[src/hw/ebp_pkg.sv]
`default_nettype none
package ebp_pkg;

  // ==========================================================
  // Register byte offsets
  localparam logic [7:0] OFS_SYSCFG = 8'h00;
  localparam logic [7:0] OFS_ACC_ADDR = 8'h04;
  localparam logic [7:0] OFS_ACC_WDATA = 8'h08;
  localparam logic [7:0] OFS_ACC_CMD = 8'h0c;
  localparam logic [7:0] OFS_STATUS = 8'h10;
  localparam logic [7:0] OFS_DP_OUT = 8'h14;
  localparam logic [7:0] OFS_DP_DIR = 8'h18;
  localparam logic [7:0] OFS_AP_OUT = 8'h1c;
  localparam logic [7:0] OFS_AP_DIR = 8'h20;
  localparam logic [7:0] OFS_PIN_IN = 8'h24;

  // ==========================================================
  // Field positions of system_config_reg
  localparam int CFG_BUS_EN = 0;
  localparam int CFG_MUX = 1;
  localparam int CFG_WIDE = 2;
  localparam int CFG_WRITE_STROBE_CFG = 3;
  localparam int CFG_SPACE_LSB = 4;
  localparam int CFG_CS_LSB = 6;
  localparam int CFG_W = 10;

  // Field positions of the access command register
  localparam int CMD_WRITE = 0;
  localparam int CMD_BYTE = 1;
  localparam int CMD_HIGH = 2;
  localparam int CMD_CS_EN = 3;
  localparam int CMD_CS_LSB = 4;
  localparam int CMD_W = 6;

  // Field positions of the status register
  localparam int STS_BUSY = 0;
  localparam int STS_EXT_FETCH = 1;
  localparam int STS_STRAP_VALID = 2;
  localparam int STS_RDATA_LSB = 16;

  // ==========================================================
  // Reset values
  localparam logic [CFG_W-1:0] SYSCFG_RST = 10'h002;
  localparam logic [15:0] PORT_OUT_RST = 16'h0000;
  localparam logic [15:0] PORT_DIR_RST = 16'h0000;

  // ==========================================================
  // Bus cycle phase lengths and strap settle count in core_clk cycles
  localparam logic [3:0] ALE_CYCLES = 4'h2;
  localparam logic [3:0] HOLD_CYCLES = 4'h1;
  localparam logic [3:0] STROBE_CYCLES = 4'h6;
  localparam logic [3:0] RECOVER_CYCLES = 4'h1;
  localparam logic [1:0] STRAP_SETTLE = 2'h3;

  // AXI responses
  localparam logic [1:0] RESP_OKAY = 2'h0;
  localparam logic [1:0] RESP_SLVERR = 2'h2;

  // ==========================================================
  // Bus cycle states
  typedef enum logic [4:0] {
    ST_IDLE = 5'b00001,
    ST_ALE = 5'b00010,
    ST_HOLD = 5'b00100,
    ST_STROBE = 5'b01000,
    ST_RECOVER = 5'b10000
  } ebp_state_t;

endpackage
`default_nettype wire

[src/hw/ebp_top.sv]
// Chosen here: the register addresses and register access over AXI4-Lite.
`timescale 1ns/1ps
`default_nettype none

module ebp_top import ebp_pkg::*; #(
  parameter int NUM_CS = 4,
  parameter bit DEMUX_EN = 1'b1
) (
  // Clock and reset
  input wire logic core_clk,
  input wire logic rst,
  // AXI4-Lite write channels
  input wire logic [7:0] s_axi_awaddr,
  input wire logic s_axi_awvalid,
  output logic s_axi_awready,
  input wire logic [31:0] s_axi_wdata,
  input wire logic [3:0] s_axi_wstrb,
  input wire logic s_axi_wvalid,
  output logic s_axi_wready,
  output logic [1:0] s_axi_bresp,
  output logic s_axi_bvalid,
  input wire logic s_axi_bready,
  // AXI4-Lite read channels
  input wire logic [7:0] s_axi_araddr,
  input wire logic s_axi_arvalid,
  output logic s_axi_arready,
  output logic [31:0] s_axi_rdata,
  output logic [1:0] s_axi_rresp,
  output logic s_axi_rvalid,
  input wire logic s_axi_rready,
  // Boot strap pin
  input wire logic external_access_sel_n,
  output logic fetch_external,
  output logic strap_valid,
  // Data port pins
  input wire logic [15:0] data_port_i,
  output logic [15:0] data_port_o,
  output logic [15:0] data_port_oe,
  // Address port pins
  input wire logic [15:0] address_port_i,
  output logic [15:0] address_port_o,
  output logic [15:0] address_port_oe,
  // Segment address lines
  output logic [5:0] seg_addr_o,
  output logic [5:0] seg_addr_oe,
  // Bus strobes and chip selects
  output logic addr_latch_en,
  output logic read_strobe_n,
  output logic low_byte_write_strobe_n,
  output logic [3:0] chip_select_out_n
);

  // ==========================================================
  // Declarations
  logic [CFG_W-1:0] system_config_reg;
  logic [21:0] acc_addr;
  logic [15:0] acc_wdata;
  logic [CMD_W-1:0] acc_cmd;
  logic [15:0] acc_rdata;
  logic [15:0] dp_out, dp_dir, ap_out, ap_dir;
  logic start_req, demux_seen;
  ebp_state_t state;
  logic [3:0] phase_cnt;
  logic [15:0] dp_s1, dp_s2, dp_s3, dp_filt;
  logic [15:0] ap_s1, ap_s2, ap_s3, ap_filt;
  logic ea_s1, ea_s2, ea_s3;
  logic [1:0] strap_cnt;
  logic aw_hold, w_hold;
  logic [7:0] aw_addr_q;
  logic [31:0] w_data_q;
  logic [3:0] w_strb_q;
  logic do_write;
  logic [31:0] rd_mux;
  logic rd_ok, wr_ok;
  logic bus_en, eff_mux, wide, low_mode, acc_write, low_incl;
  logic [1:0] acc_cs;
  logic [5:0] seg_mask;
  logic in_cycle, addr_ph, strobe_ph;
  logic [7:0] wbyte;
  logic [15:0] next_dp_o, next_dp_oe, next_ap_o, next_ap_oe;
  logic [5:0] next_seg_o, next_seg_oe;
  logic next_ale, next_rd_n, next_wr_n;
  logic [3:0] next_cs_n;

  // Byte-lane merge for partial AXI writes
  function automatic logic [31:0] wmerge(input logic [31:0] old,
                                         input logic [31:0] nw,
                                         input logic [3:0] strb);
    logic [31:0] res;
    res = old;
    for (int i = 0; i < 4; i++) begin
      if (strb[i]) begin
        res[8*i +: 8] = nw[8*i +: 8];
      end
    end
    return res;
  endfunction

  // Address decode shared by both directions
  function automatic logic addr_mapped(input logic [7:0] a);
    return (a == OFS_SYSCFG) || (a == OFS_ACC_ADDR) ||
           (a == OFS_ACC_WDATA) || (a == OFS_ACC_CMD) ||
           (a == OFS_STATUS) || (a == OFS_DP_OUT) ||
           (a == OFS_DP_DIR) || (a == OFS_AP_OUT) ||
           (a == OFS_AP_DIR) || (a == OFS_PIN_IN);
  endfunction

  // ==========================================================
  // Configuration decode
  // mode bit select
  assign low_mode = system_config_reg[CFG_WRITE_STROBE_CFG];
  assign eff_mux = system_config_reg[CFG_MUX] | ~DEMUX_EN;
  assign bus_en = system_config_reg[CFG_BUS_EN];
  assign wide = system_config_reg[CFG_WIDE];
  assign acc_write = acc_cmd[CMD_WRITE];
  assign acc_cs = acc_cmd[CMD_CS_LSB +: 2];
  assign low_incl = ~acc_cmd[CMD_BYTE] | ~acc_cmd[CMD_HIGH];
  assign wbyte = (acc_cmd[CMD_BYTE] & acc_cmd[CMD_HIGH]) ?
                 acc_wdata[15:8] : acc_wdata[7:0];
  assign in_cycle = (state != ST_IDLE);
  assign addr_ph = (state == ST_ALE) || (state == ST_HOLD);
  assign strobe_ph = (state == ST_STROBE);

  always_comb begin
    unique case (system_config_reg[CFG_SPACE_LSB +: 2])
      2'h0: seg_mask = 6'h00;
      2'h1: seg_mask = 6'h03;
      2'h2: seg_mask = 6'h0f;
      2'h3: seg_mask = 6'h3f;
    endcase
  end

  // ==========================================================
  // Pin synchronisers; a change counts once stages two and three agree
  always_ff @(posedge core_clk or posedge rst) begin
    if (rst) begin
      {dp_s1, dp_s2, dp_s3, dp_filt} <= {4{16'h0000}};
      {ap_s1, ap_s2, ap_s3, ap_filt} <= {4{16'h0000}};
      {ea_s1, ea_s2, ea_s3} <= 3'h7;
    end else begin
      dp_s1 <= data_port_i;
      dp_s2 <= dp_s1;
      dp_s3 <= dp_s2;
      dp_filt <= (dp_s2 & ~(dp_s2 ^ dp_s3)) | (dp_filt & (dp_s2 ^ dp_s3));
      ap_s1 <= address_port_i;
      ap_s2 <= ap_s1;
      ap_s3 <= ap_s2;
      ap_filt <= (ap_s2 & ~(ap_s2 ^ ap_s3)) | (ap_filt & (ap_s2 ^ ap_s3));
      ea_s1 <= external_access_sel_n;
      ea_s2 <= ea_s1;
      ea_s3 <= ea_s2;
    end
  end

  // Strap is caught once the chain has refilled after reset release
  always_ff @(posedge core_clk or posedge rst) begin
    if (rst) begin
      strap_cnt <= 2'h0;
      strap_valid <= 1'b0;
      fetch_external <= 1'b0;
    end else if (!strap_valid) begin
      if (strap_cnt != STRAP_SETTLE) begin
        strap_cnt <= strap_cnt + 2'h1;
      end else if (ea_s2 == ea_s3) begin
        fetch_external <= ~ea_s3;
        strap_valid <= 1'b1;
      end
    end
  end

  // ==========================================================
  // AXI4-Lite handshakes; address and data may arrive in either order
  assign do_write = aw_hold & w_hold & ~s_axi_bvalid;
  assign wr_ok = addr_mapped(aw_addr_q);
  assign rd_ok = addr_mapped(s_axi_araddr);

  always_ff @(posedge core_clk or posedge rst) begin
    if (rst) begin
      s_axi_awready <= 1'b0;
      s_axi_wready <= 1'b0;
      aw_hold <= 1'b0;
      w_hold <= 1'b0;
      aw_addr_q <= 8'h00;
      w_data_q <= 32'h0000_0000;
      w_strb_q <= 4'h0;
      s_axi_bvalid <= 1'b0;
      s_axi_bresp <= RESP_OKAY;
    end else begin
      if (s_axi_awvalid && s_axi_awready) begin
        aw_hold <= 1'b1;
        aw_addr_q <= s_axi_awaddr;
        s_axi_awready <= 1'b0;
      end else if (!aw_hold && !s_axi_bvalid) begin
        s_axi_awready <= 1'b1;
      end
      if (s_axi_wvalid && s_axi_wready) begin
        w_hold <= 1'b1;
        w_data_q <= s_axi_wdata;
        w_strb_q <= s_axi_wstrb;
        s_axi_wready <= 1'b0;
      end else if (!w_hold && !s_axi_bvalid) begin
        s_axi_wready <= 1'b1;
      end
      if (do_write) begin
        aw_hold <= 1'b0;
        w_hold <= 1'b0;
        s_axi_bvalid <= 1'b1;
        s_axi_bresp <= wr_ok ? RESP_OKAY : RESP_SLVERR;
      end else if (s_axi_bvalid && s_axi_bready) begin
        s_axi_bvalid <= 1'b0;
      end
    end
  end

  // Read data is sampled at the address handshake
  always_comb begin
    rd_mux = 32'h0000_0000;
    unique case (s_axi_araddr)
      OFS_SYSCFG: rd_mux[CFG_W-1:0] = system_config_reg;
      OFS_ACC_ADDR: rd_mux[21:0] = acc_addr;
      OFS_ACC_WDATA: rd_mux[15:0] = acc_wdata;
      OFS_ACC_CMD: rd_mux[CMD_W-1:0] = acc_cmd;
      OFS_STATUS: begin
        rd_mux[STS_BUSY] = in_cycle | start_req;
        rd_mux[STS_EXT_FETCH] = fetch_external;
        rd_mux[STS_STRAP_VALID] = strap_valid;
        rd_mux[STS_RDATA_LSB +: 16] = acc_rdata;
      end
      OFS_DP_OUT: rd_mux[15:0] = dp_out;
      OFS_DP_DIR: rd_mux[15:0] = dp_dir;
      OFS_AP_OUT: rd_mux[15:0] = ap_out;
      OFS_AP_DIR: rd_mux[15:0] = ap_dir;
      OFS_PIN_IN: rd_mux = {ap_filt, dp_filt};
      default: rd_mux = 32'h0000_0000;
    endcase
  end

  always_ff @(posedge core_clk or posedge rst) begin
    if (rst) begin
      s_axi_arready <= 1'b0;
      s_axi_rvalid <= 1'b0;
      s_axi_rdata <= 32'h0000_0000;
      s_axi_rresp <= RESP_OKAY;
    end else if (s_axi_arvalid && s_axi_arready) begin
      s_axi_arready <= 1'b0;
      s_axi_rvalid <= 1'b1;
      s_axi_rdata <= rd_mux;
      s_axi_rresp <= rd_ok ? RESP_OKAY : RESP_SLVERR;
    end else if (s_axi_rvalid && s_axi_rready) begin
      s_axi_rvalid <= 1'b0;
    end else if (!s_axi_rvalid) begin
      s_axi_arready <= 1'b1;
    end
  end

  // ==========================================================
  // Register file; access registers are frozen while a cycle runs
  always_ff @(posedge core_clk or posedge rst) begin
    if (rst) begin
      system_config_reg <= SYSCFG_RST;
      acc_addr <= 22'h000000;
      acc_wdata <= 16'h0000;
      acc_cmd <= '0;
      dp_out <= PORT_OUT_RST;
      dp_dir <= PORT_DIR_RST;
      ap_out <= PORT_OUT_RST;
      ap_dir <= PORT_DIR_RST;
      start_req <= 1'b0;
    end else begin
      start_req <= 1'b0;
      if (do_write && !in_cycle && !start_req) begin
        unique case (aw_addr_q)
          OFS_SYSCFG: system_config_reg <= CFG_W'(wmerge(
              {22'h0, system_config_reg}, w_data_q, w_strb_q));
          OFS_ACC_ADDR: acc_addr <= 22'(wmerge({10'h0, acc_addr},
              w_data_q, w_strb_q));
          OFS_ACC_WDATA: acc_wdata <= 16'(wmerge({16'h0, acc_wdata},
              w_data_q, w_strb_q));
          OFS_ACC_CMD: begin
            // Writing the command starts a cycle when the bus is on
            acc_cmd <= w_data_q[CMD_W-1:0];
            start_req <= bus_en;
          end
          OFS_DP_OUT: dp_out <= 16'(wmerge({16'h0, dp_out},
              w_data_q, w_strb_q));
          OFS_DP_DIR: dp_dir <= 16'(wmerge({16'h0, dp_dir},
              w_data_q, w_strb_q));
          OFS_AP_OUT: ap_out <= 16'(wmerge({16'h0, ap_out},
              w_data_q, w_strb_q));
          OFS_AP_DIR: ap_dir <= 16'(wmerge({16'h0, ap_dir},
              w_data_q, w_strb_q));
          default: start_req <= 1'b0;
        endcase
      end
    end
  end

  always_ff @(posedge core_clk or posedge rst) begin
    if (rst) begin
      demux_seen <= 1'b0;
    end else if (bus_en && !eff_mux) begin
      demux_seen <= 1'b1;
    end
  end

  // ==========================================================
  // Bus cycle sequencer
  always_ff @(posedge core_clk or posedge rst) begin
    if (rst) begin
      state <= ST_IDLE;
      phase_cnt <= 4'h0;
      acc_rdata <= 16'h0000;
    end else begin
      if (phase_cnt != 4'h0) begin
        phase_cnt <= phase_cnt - 4'h1;
      end
      unique case (state)
        ST_IDLE: if (start_req) begin
          state <= ST_ALE;
          phase_cnt <= ALE_CYCLES - 4'h1;
        end
        ST_ALE: if (phase_cnt == 4'h0) begin
          state <= ST_HOLD;
          phase_cnt <= HOLD_CYCLES - 4'h1;
        end
        ST_HOLD: if (phase_cnt == 4'h0) begin
          state <= ST_STROBE;
          phase_cnt <= STROBE_CYCLES - 4'h1;
        end
        ST_STROBE: if (phase_cnt == 4'h0) begin
          state <= ST_RECOVER;
          phase_cnt <= RECOVER_CYCLES - 4'h1;
        end
        ST_RECOVER: if (phase_cnt == 4'h0) begin
          state <= ST_IDLE;
          // Sampled as the strobe ends, so the four-stage pin filter
          // still lets a memory answer in its second strobe cycle
          if (!acc_write) begin
            acc_rdata <= wide ? dp_filt : {8'h00, dp_filt[7:0]};
          end
        end
      endcase
    end
  end

  // ==========================================================
  // Next pin values; unclaimed pins fall back to GPIO, but multiplexed mode releases the whole data port
  always_comb begin
    next_dp_o = dp_out;
    next_dp_oe = dp_dir;
    next_ap_o = ap_out;
    next_ap_oe = ap_dir;
    next_seg_o = 6'h00;
    next_seg_oe = 6'h00;
    next_ale = 1'b0;
    next_rd_n = 1'b1;
    next_wr_n = 1'b1;
    next_cs_n = 4'hf;
    if (bus_en) begin
      next_seg_o = acc_addr[21:16] & seg_mask;
      next_seg_oe = seg_mask;
      next_ale = (state == ST_ALE) & eff_mux;
      next_rd_n = ~(strobe_ph & ~acc_write);
      next_wr_n = ~(strobe_ph & acc_write & (~low_mode | ~wide | low_incl));
      if (eff_mux) begin
        next_dp_oe = 16'h0000;
        if (addr_ph) begin
          next_dp_o = acc_addr[15:0];
          next_dp_oe = 16'hffff;
        end
        if (in_cycle && !wide) begin
          next_dp_o[15:8] = acc_addr[15:8];
          next_dp_oe[15:8] = 8'hff;
        end
        if (strobe_ph && acc_write) begin
          next_dp_o[7:0] = wide ? acc_wdata[7:0] : wbyte;
          next_dp_oe[7:0] = 8'hff;
          if (wide) begin
            next_dp_o[15:8] = acc_wdata[15:8];
            next_dp_oe[15:8] = 8'hff;
          end
        end
      end else begin
        next_dp_oe[7:0] = 8'h00;
        if (wide) begin
          next_dp_oe[15:8] = 8'h00;
        end
        if (strobe_ph && acc_write) begin
          next_dp_o[7:0] = wide ? acc_wdata[7:0] : wbyte;
          next_dp_oe[7:0] = 8'hff;
          if (wide) begin
            next_dp_o[15:8] = acc_wdata[15:8];
            next_dp_oe[15:8] = 8'hff;
          end
        end
      end
      if (demux_seen) begin
        next_ap_o = acc_addr[15:0];
        next_ap_oe = 16'hffff;
      end
      if (in_cycle && acc_cmd[CMD_CS_EN] && (32'(acc_cs) < NUM_CS) &&
          system_config_reg[CFG_CS_LSB + 32'(acc_cs)]) begin
        next_cs_n[acc_cs] = 1'b0;
      end
    end
  end

  // All pins leave from flip-flops
  always_ff @(posedge core_clk or posedge rst) begin
    if (rst) begin
      data_port_o <= 16'h0000;
      data_port_oe <= 16'h0000;
      address_port_o <= 16'h0000;
      address_port_oe <= 16'h0000;
      seg_addr_o <= 6'h00;
      seg_addr_oe <= 6'h00;
      addr_latch_en <= 1'b0;
      read_strobe_n <= 1'b1;
      low_byte_write_strobe_n <= 1'b1;
      chip_select_out_n <= 4'hf;
    end else begin
      data_port_o <= next_dp_o;
      data_port_oe <= next_dp_oe;
      address_port_o <= next_ap_o;
      address_port_oe <= next_ap_oe;
      seg_addr_o <= next_seg_o;
      seg_addr_oe <= next_seg_oe;
      addr_latch_en <= next_ale;
      read_strobe_n <= next_rd_n;
      low_byte_write_strobe_n <= next_wr_n;
      chip_select_out_n <= next_cs_n;
    end
  end

endmodule
`default_nettype wire

[config.mk]
export PLATFORM = sky130hd
export DESIGN_NAME = ebp_top
export DESIGN_NICKNAME = d
export VERILOG_FILES = /design/src/hw/ebp_pkg.sv /design/src/hw/ebp_top.sv
export SDC_FILE = /design/constraint.sdc
export NUM_CORES = 1
export LEC_CHECK = 0
export BUFFER_PORTS_ARGS = -buffer_cell sky130_fd_sc_hd__buf_2
export CORE_AREA = 2 2 168 170
export DETAILED_ROUTE_END_ITERATION = 8
export DIE_AREA = 0 0 170 172
export GPL_TIMING_DRIVEN = 0
export HOLD_SLACK_MARGIN = 0.1
export PLACE_DENSITY = 0.84
export SYNTH_ARGS = -nofsm -noshare
export SYNTH_HDL_FRONTEND = slang
export SYNTH_SLANG_ARGS = --single-unit
export TNS_END_PERCENT = 100
[constraint.sdc]
create_clock -name core_clk -period 30.2 [get_ports core_clk]
set_input_delay 4.53 -clock core_clk [delete_from_list [all_inputs] [get_ports core_clk]]
set_output_delay 4.53 -clock core_clk [all_outputs]
set_load 0.05 [all_outputs]
==> run summary, run 1 <==
Overall power -> 1550 uW
Critical Path Max Stage Delay -> 0.74 ns
HP Start -> ap_s1[7]$_DFF_PP0_
Synth cell types -> 69
Overall routing resource usage -> 0.313
Layout cells sized above 1 -> 0.344
I/O pins -> 218
Nature of the critical path endpoint -> flop
Nets -> 1,562
Setup violators final -> 0
RD Place Congestion -> 0.979
Leakage -> 0.00967 uW
Vias per cell -> 6.10
Area delta synth->final -> 18.5%
First DRT Iteration DRCs -> 1,032
Top flop regs -> s_axi_rdata: 32 flops, acc_addr: 22 flops, w_data_q: 22 flops
EDFF count, synth -> 0
Met1 Use GR -> 0.422
Largest net degree at the start of global routing -> 128
Post-Syn Area -> 16,800 um2
Final Hold Vio Count -> 0
Post-cts resize count -> 0
Minimum clock period -> 7.00 ns
Synth Warn # -> 0
Clk_lat worst skew -> 0.55 ns
CTS Sinks -> 434
Post-CTS Setup Bufs -> 0
Half-perimeter wire length after placement -> 31.4 mm
Setup CP Type -> in -> reg
Clock-pin slew on the worst setup and hold paths -> 0.06 ns
Status -> finished, final reports clean
FMAX -> 143 MHz
WHS Endpoint -> ap_s2[7]$_DFF_PP0_
First-pass GRT wire length -> 67.9 mm
CTS H-tree depth -> 2
Pre-CTS WS -> 22.78 ns
Main flop type after synthesis -> dfrtp_1
CP arrival -> 7.40 ns
Tcrit/Tclk final -> 0.232
Design Area, Final -> 19,900 um2
First-pass DRT Iterations -> 7
PwrDens -> 78.1 nW/um2
Root Driver -> clkbuf_16
Commonest non-fill, non-tap cell in the layout -> dfrtp_1
Die area -> 29,200 um2
Most frequent cells in the layout -> dfrtp_1, buf_2, mux2_2, nor2_1, nand2_1
R2R cell count -> 9
Port buffer count -> 198
Core Rows -> 61
Number of global-route vias before repair -> 11,600
Async set-reset flop share out of synthesis -> 1.00
Path type of the worst min-delay path -> reg -> reg
CP max FO -> 10
Reg-to-reg slack, setup -> 27.23 ns
RSZ-0062 raised after global routing -> false
Hold buffer count at CTS -> 0
Die X -> 170 um
Gr ovfl total -> 0
Fin worst setup slack -> 23.20 ns
Met2 Track Usage GR -> 0.498
Hold path cells -> 0
Max_slew headroom -> 0.0803
Most flop-heavy register -> s_axi_rdata
Synth area leaders -> dfrtp_1, mux2_2, maj3_1
Die Ht -> 172 um
Slew Limit Fails -> 0
Synth area leader -> dfrtp_1
Initial cell density of the core -> 0.611
Worst vdd ir -> 0.0819 mV
Required @ worst endpoint -> 30.59 ns
Final wirelength -> 44.8 mm
Core area -> 27,500 um2
CTS max path bufs -> 3
Seq cells post-synth -> 434
Mean routed wirelength per cell -> 24.3 um
# diodes -> 0
Reg2Reg Launch Point -> phase_cnt[0]$_DFF_PP0_
Max cap viols -> 0
Crit path buf inv count -> 4
Register area share after synthesis -> 0.648
Fin util -> 0.724
Fillers -> 1,830
Mean Syn Cell Area -> 13.8 um2
GRT Max-Usage Layer -> met2
Area fraction of the dominant cell type after synthesis -> 0.631
CTS tree -> yes
Clk_skew -> 0.0229 ns
Met3 usage -> 0.0732
Num CTS Buffers -> 43
ANT nets after route -> 0
Via count -> 11,300
Max reg flops -> 32
Final setup TNS -> 0 ns
Worst slew pin tran -> 1.37 ns
CP max-delay cell -> clkbuf_1
CP Cell Sequence -> buf_2 > clkbuf_1 > clkbuf_1 > buf_2 > mux2i_1 > nor2_1 > a311oi_1 > o21ai_0
Worst setup SP type -> input pin
Antenna violations before repair -> 0
Placed Area -> 18,300 um2
Drt drc -> 0
Mapped Cells -> 1,219
RR Endpoint -> acc_rdata[0]$_DFFE_PP0P_
Top delay family on crit path -> buffers and inverters
worst reg2reg max path, cell delays in order, from the launching register on:
cell and delay [ns]:
dfrtp_1 0.39, inv_1 0.09, ha_1 0.17, inv_1 0.08, nor3_1 0.49, inv_1 0.30, or3_1 0.48, clkbuf_1 0.23
clkbuf_1 0.30, mux2_2 0.35
cell families (layout without fill, tap and decap cells):
kind of cell | count (synthesis) | after routing | share of synthesized area
buf+inv | 74 | 354 | 0.0189
simple gates | 252 | 252 | 0.0796
flops | 434 | 434 | 0.648
other cells | 1 | 2 | 0.000223
compound gates | 205 | 205 | 0.0857
xor+xnor | 4 | 4 | 0.00209
fa+ha+maj | 36 | 36 | 0.0221
mux | 213 | 213 | 0.144
per-layer routing:
metal,part of all wire,routed length [um],vias to the layer above
met3,0.083,3710,113
met4,0.040,1780,0
met2,0.47,21100,525
met1,0.41,18200,5722
li1,-,-,4894
met5,0,0,-
how the worst max path moves through the flow:
stage                          startpoint                     endpoint  slack [ns]  depth (start not counted)
after floorplan                       rst   asynchronous set/reset pin       13.60                          1
after global placement                rst   data_port_oe[11]$_DFF_PP0_        9.86                          2
after detailed placement  s_axi_araddr[2]  s_axi_rdata[10]$_DFFE_PP0P_       22.78                          8
after CTS                 s_axi_araddr[2]  s_axi_rdata[10]$_DFFE_PP0P_       23.34                          8
after global routing      s_axi_araddr[2]  s_axi_rdata[10]$_DFFE_PP0P_       23.21                          8
final                     s_axi_araddr[2]  s_axi_rdata[10]$_DFFE_PP0P_       23.20                          8
area by class of cell:
type | instances | area (um2) | share of cell area
flip-flops and latches | 434 | 10900 | 0.547
multi-input cells | 712 | 5600 | 0.282
clock buffers | 60 | 1260 | 0.0633
repair buffers | 201 | 1070 | 0.0540
well taps | 346 | 433 | 0.0218
clock inverters | 19 | 325 | 0.0164
plain buffers | 62 | 273 | 0.0137
inverters | 12 | 52.6 | 0.00264
synthesized netlist by cell type, drive strengths merged, types with 5 or more instances:
cell type and count:
dfrtp 423, mux2 195, nor2 70, nand2 61
clkbuf 43, o21ai 35, maj3 32, a22oi 29
a21oi 23, o22ai 22, a21o 19, buf 19
nand2b 19, nor3 19, nand3 18, mux2i 17
a221oi 14, a22o 13, inv 12, nor4 12
dfstp 11, nor2b 10, a31oi 9, and2 9
a2bb2oi 8, o2bb2ai 7, nor4b 6, or3 5
through the flow:
step           hold slack [ns]  cells
3_5_place_dp             0.335   1767
4_1_cts                  0.349   1846
5_1_grt                  0.357   1846
6_report                 0.346   1846
3_3_place_gp             0.332   1764
2_1_floorplan            0.331   1220
where the power goes:
part | internal, uW | switching (uW)
clock | 361 | 224
combinational | 84.5 | 158
sequential | 647 | 77.6
No activity file was read; power rests on OpenSTA's default activity.
==> run 2, diff against run 1 <==
--- a/config.mk
+++ b/config.mk
@@ -6,12 +6,12 @@
 export NUM_CORES = 1
 export LEC_CHECK = 0
 export BUFFER_PORTS_ARGS = -buffer_cell sky130_fd_sc_hd__buf_2
-export CORE_AREA = 2 2 168 170
+export CORE_AREA = 2 2 175 177
 export DETAILED_ROUTE_END_ITERATION = 8
-export DIE_AREA = 0 0 170 172
+export DIE_AREA = 0 0 177 179
 export GPL_TIMING_DRIVEN = 0
 export HOLD_SLACK_MARGIN = 0.1
-export PLACE_DENSITY = 0.84
+export PLACE_DENSITY = 0.78
 export SYNTH_ARGS = -nofsm -noshare
 export SYNTH_HDL_FRONTEND = slang
 export SYNTH_SLANG_ARGS = --single-unit
==> constraint.sdc (replaced) <==
create_clock -name core_clk -period 7 [get_ports core_clk]
set_input_delay 1.05 -clock core_clk [delete_from_list [all_inputs] [get_ports core_clk]]
set_output_delay 1.05 -clock core_clk [all_outputs]
set_load 0.05 [all_outputs]
==> run summary, run 2 (synthesis gave the netlist of run 1 again) <==
Met2 Track Usage GR -> 0.441 (-0.0577)
CP arrival -> 3.74 ns (-3.66 ns)
Path type of the worst min-delay path -> reg -> reg
Tcrit/Tclk final -> 0.479
Clk_lat worst skew -> 0.55 ns (about the same)
Vias per cell -> 5.90 (-3.2%)
Largest net degree at the start of global routing -> 47 (-63%)
Clock-pin slew on the worst setup and hold paths -> 0.06 ns (about the same)
Clk_skew -> 0.0285 ns (+0.00556 ns)
Gr ovfl total -> 0 (unchanged)
I/O pins -> 218 (unchanged)
Antenna violations before repair -> 2 (+2)
Core area -> 30,000 um2 (+9.3%)
CTS tree -> yes
Layout cells sized above 1 -> 0.343 (-0.00139)
Post-CTS Setup Bufs -> 0 (unchanged)
Setup CP Type -> in -> reg
Overall power -> 6540 uW (+320%)
First DRT Iteration DRCs -> 1,096 (+6.2%)
Met3 usage -> 0.0562 (-0.0171)
CP max-delay cell -> clkbuf_1
Die area -> 31,700 um2 (+8.4%)
GRT Max-Usage Layer -> met2
Top delay family on crit path -> buffers and inverters
Crit path buf inv count -> 4 (unchanged)
Half-perimeter wire length after placement -> 32.0 mm (+2.0%)
Setup violators final -> 0 (unchanged)
Final wirelength -> 44.6 mm (-0.55%)
Fin worst setup slack -> 3.65 ns (-19.55 ns)
Required @ worst endpoint -> 7.39 ns (-23.20 ns)
Number of global-route vias before repair -> 11,300 (-2.9%)
Pre-CTS WS -> 3.22 ns (-19.56 ns)
CTS max path bufs -> 3 (unchanged)
RD Place Congestion -> 0.934 (-4.6%)
RSZ-0062 raised after global routing -> false
Post-cts resize count -> 0 (unchanged)
Initial cell density of the core -> 0.559 (-0.0519)
Area delta synth->final -> 18.9%
FMAX -> 298 MHz
CP max FO -> 10 (unchanged)
Reg2Reg Launch Point -> phase_cnt[0]$_DFF_PP0_
Die Ht -> 179 um (+4.1%)
Commonest non-fill, non-tap cell in the layout -> dfrtp_1
First-pass GRT wire length -> 67.9 mm (about the same)
First-pass DRT Iterations -> 6 (-1)
Worst vdd ir -> 0.269 mV (+230%)
Met1 Use GR -> 0.415 (-0.00710)
R2R cell count -> 9 (unchanged)
Fillers -> 2,158 (+18%)
Critical Path Max Stage Delay -> 0.65 ns (-0.09 ns)
PwrDens -> 328 nW/um2 (+320%)
Drt drc -> 0 (unchanged)
RR Endpoint -> acc_rdata[2]$_DFFE_PP0P_
Minimum clock period -> 3.35 ns
Leakage -> 0.00967 uW (about the same)
Hold buffer count at CTS -> 0 (unchanged)
CTS Sinks -> 434 (unchanged)
HP Start -> ap_s1[15]$_DFF_PP0_
ANT nets after route -> 0 (unchanged)
Max_slew headroom -> 0.0660 (-0.0144)
CP Cell Sequence -> buf_2 > clkbuf_1 > clkbuf_1 > buf_2 > mux2i_1 > nor2_1 > a311oi_1 > o21ai_0
Overall routing resource usage -> 0.289 (-0.0242)
Max reg flops -> 32 (unchanged)
WP depth -> 8 (unchanged)
Die X -> 177 um (+4.1%)
Num CTS Buffers -> 44 (+2.3%)
Root Driver -> clkbuf_16
Final Hold Vio Count -> 0 (unchanged)
Nets -> 1,570 (+0.51%)
Most frequent cells in the layout -> dfrtp_1, buf_2, mux2_2, nor2_1, nand2_1
Max cap viols -> 0 (unchanged)
Port buffer count -> 198 (unchanged)
Nature of the critical path endpoint -> flop
Status -> finished, final reports clean
Core Rows -> 64 (+4.9%)
Slew Limit Fails -> 0 (unchanged)
Critical path endpoint -> s_axi_rdata[10]$_DFFE_PP0P_
CTS H-tree depth -> 2 (unchanged)
Worst setup SP type -> input pin
Most flop-heavy register -> s_axi_rdata
Mean routed wirelength per cell -> 23.4 um (-3.7%)
CP Launch Point -> s_axi_araddr[2]
Top flop regs -> s_axi_rdata: 32 flops, acc_addr: 22 flops, w_data_q: 22 flops
Via count -> 11,200 (-0.044%)
Reg-to-reg slack, setup -> 4.02 ns (-23.21 ns)
Worst slew pin tran -> 1.38 ns (+0.0153 ns)
[run 2: stage by stage]
stage	cell area, um2	setup TNS [ns]	instances	util	hold WS [ns]
4_1_cts	20000	0	1905	0.665	0.346
3_3_place_gp	18300	-826.23	1814	0.609	0.332
6_report	20000	0	1906	0.665	0.343
5_1_grt	20000	0	1906	0.665	0.351
3_5_place_dp	18500	0	1824	0.615	0.335
2_1_floorplan	16800	0	1220	-	0.331
[run 2: area by class of cell]
class                   instances  area [um2]  area share
inverters                      12        48.8     0.00244
flip-flops and latches        434       10900       0.545
repair buffers                208        1190      0.0597
clock buffers                  67        1310      0.0656
clock inverters                14         164     0.00821
plain buffers                  62         273      0.0137
multi-input cells             712        5600       0.281
well taps                     396         495      0.0248
diodes                          1        2.50    0.000125
[run 2: where the power goes]
group / switching, uW / internal [uW]
sequential: 330 / 2790
combinational: 689 / 371
clock: 954 / 1410
total: 1970 / 4570
[run 2: worst min path at each step]
stage                          endpoint  depth (start not counted)  slack [ns]
floorplan            ap_s2[0]$_DFF_PP0_                          0        0.33
detailed placement  ap_s2[11]$_DFF_PP0_                          0        0.33
global route        dp_s2[13]$_DFF_PP0_                          0        0.35
global placement     ap_s2[6]$_DFF_PP0_                          0        0.33
finish              ap_s2[15]$_DFF_PP0_                          0        0.34
CTS                 ap_s2[15]$_DFF_PP0_                          0        0.35
[run 2: routing by layer]
metal / vias to the layer above / part of all wire / wire, um
met4: 2 / 0.037 / 1640
met3: 101 / 0.083 / 3700
met5: - / 0.00040 / 18
met1: 5711 / 0.42 / 18600
li1: 4916 / - / -
met2: 519 / 0.46 / 20600
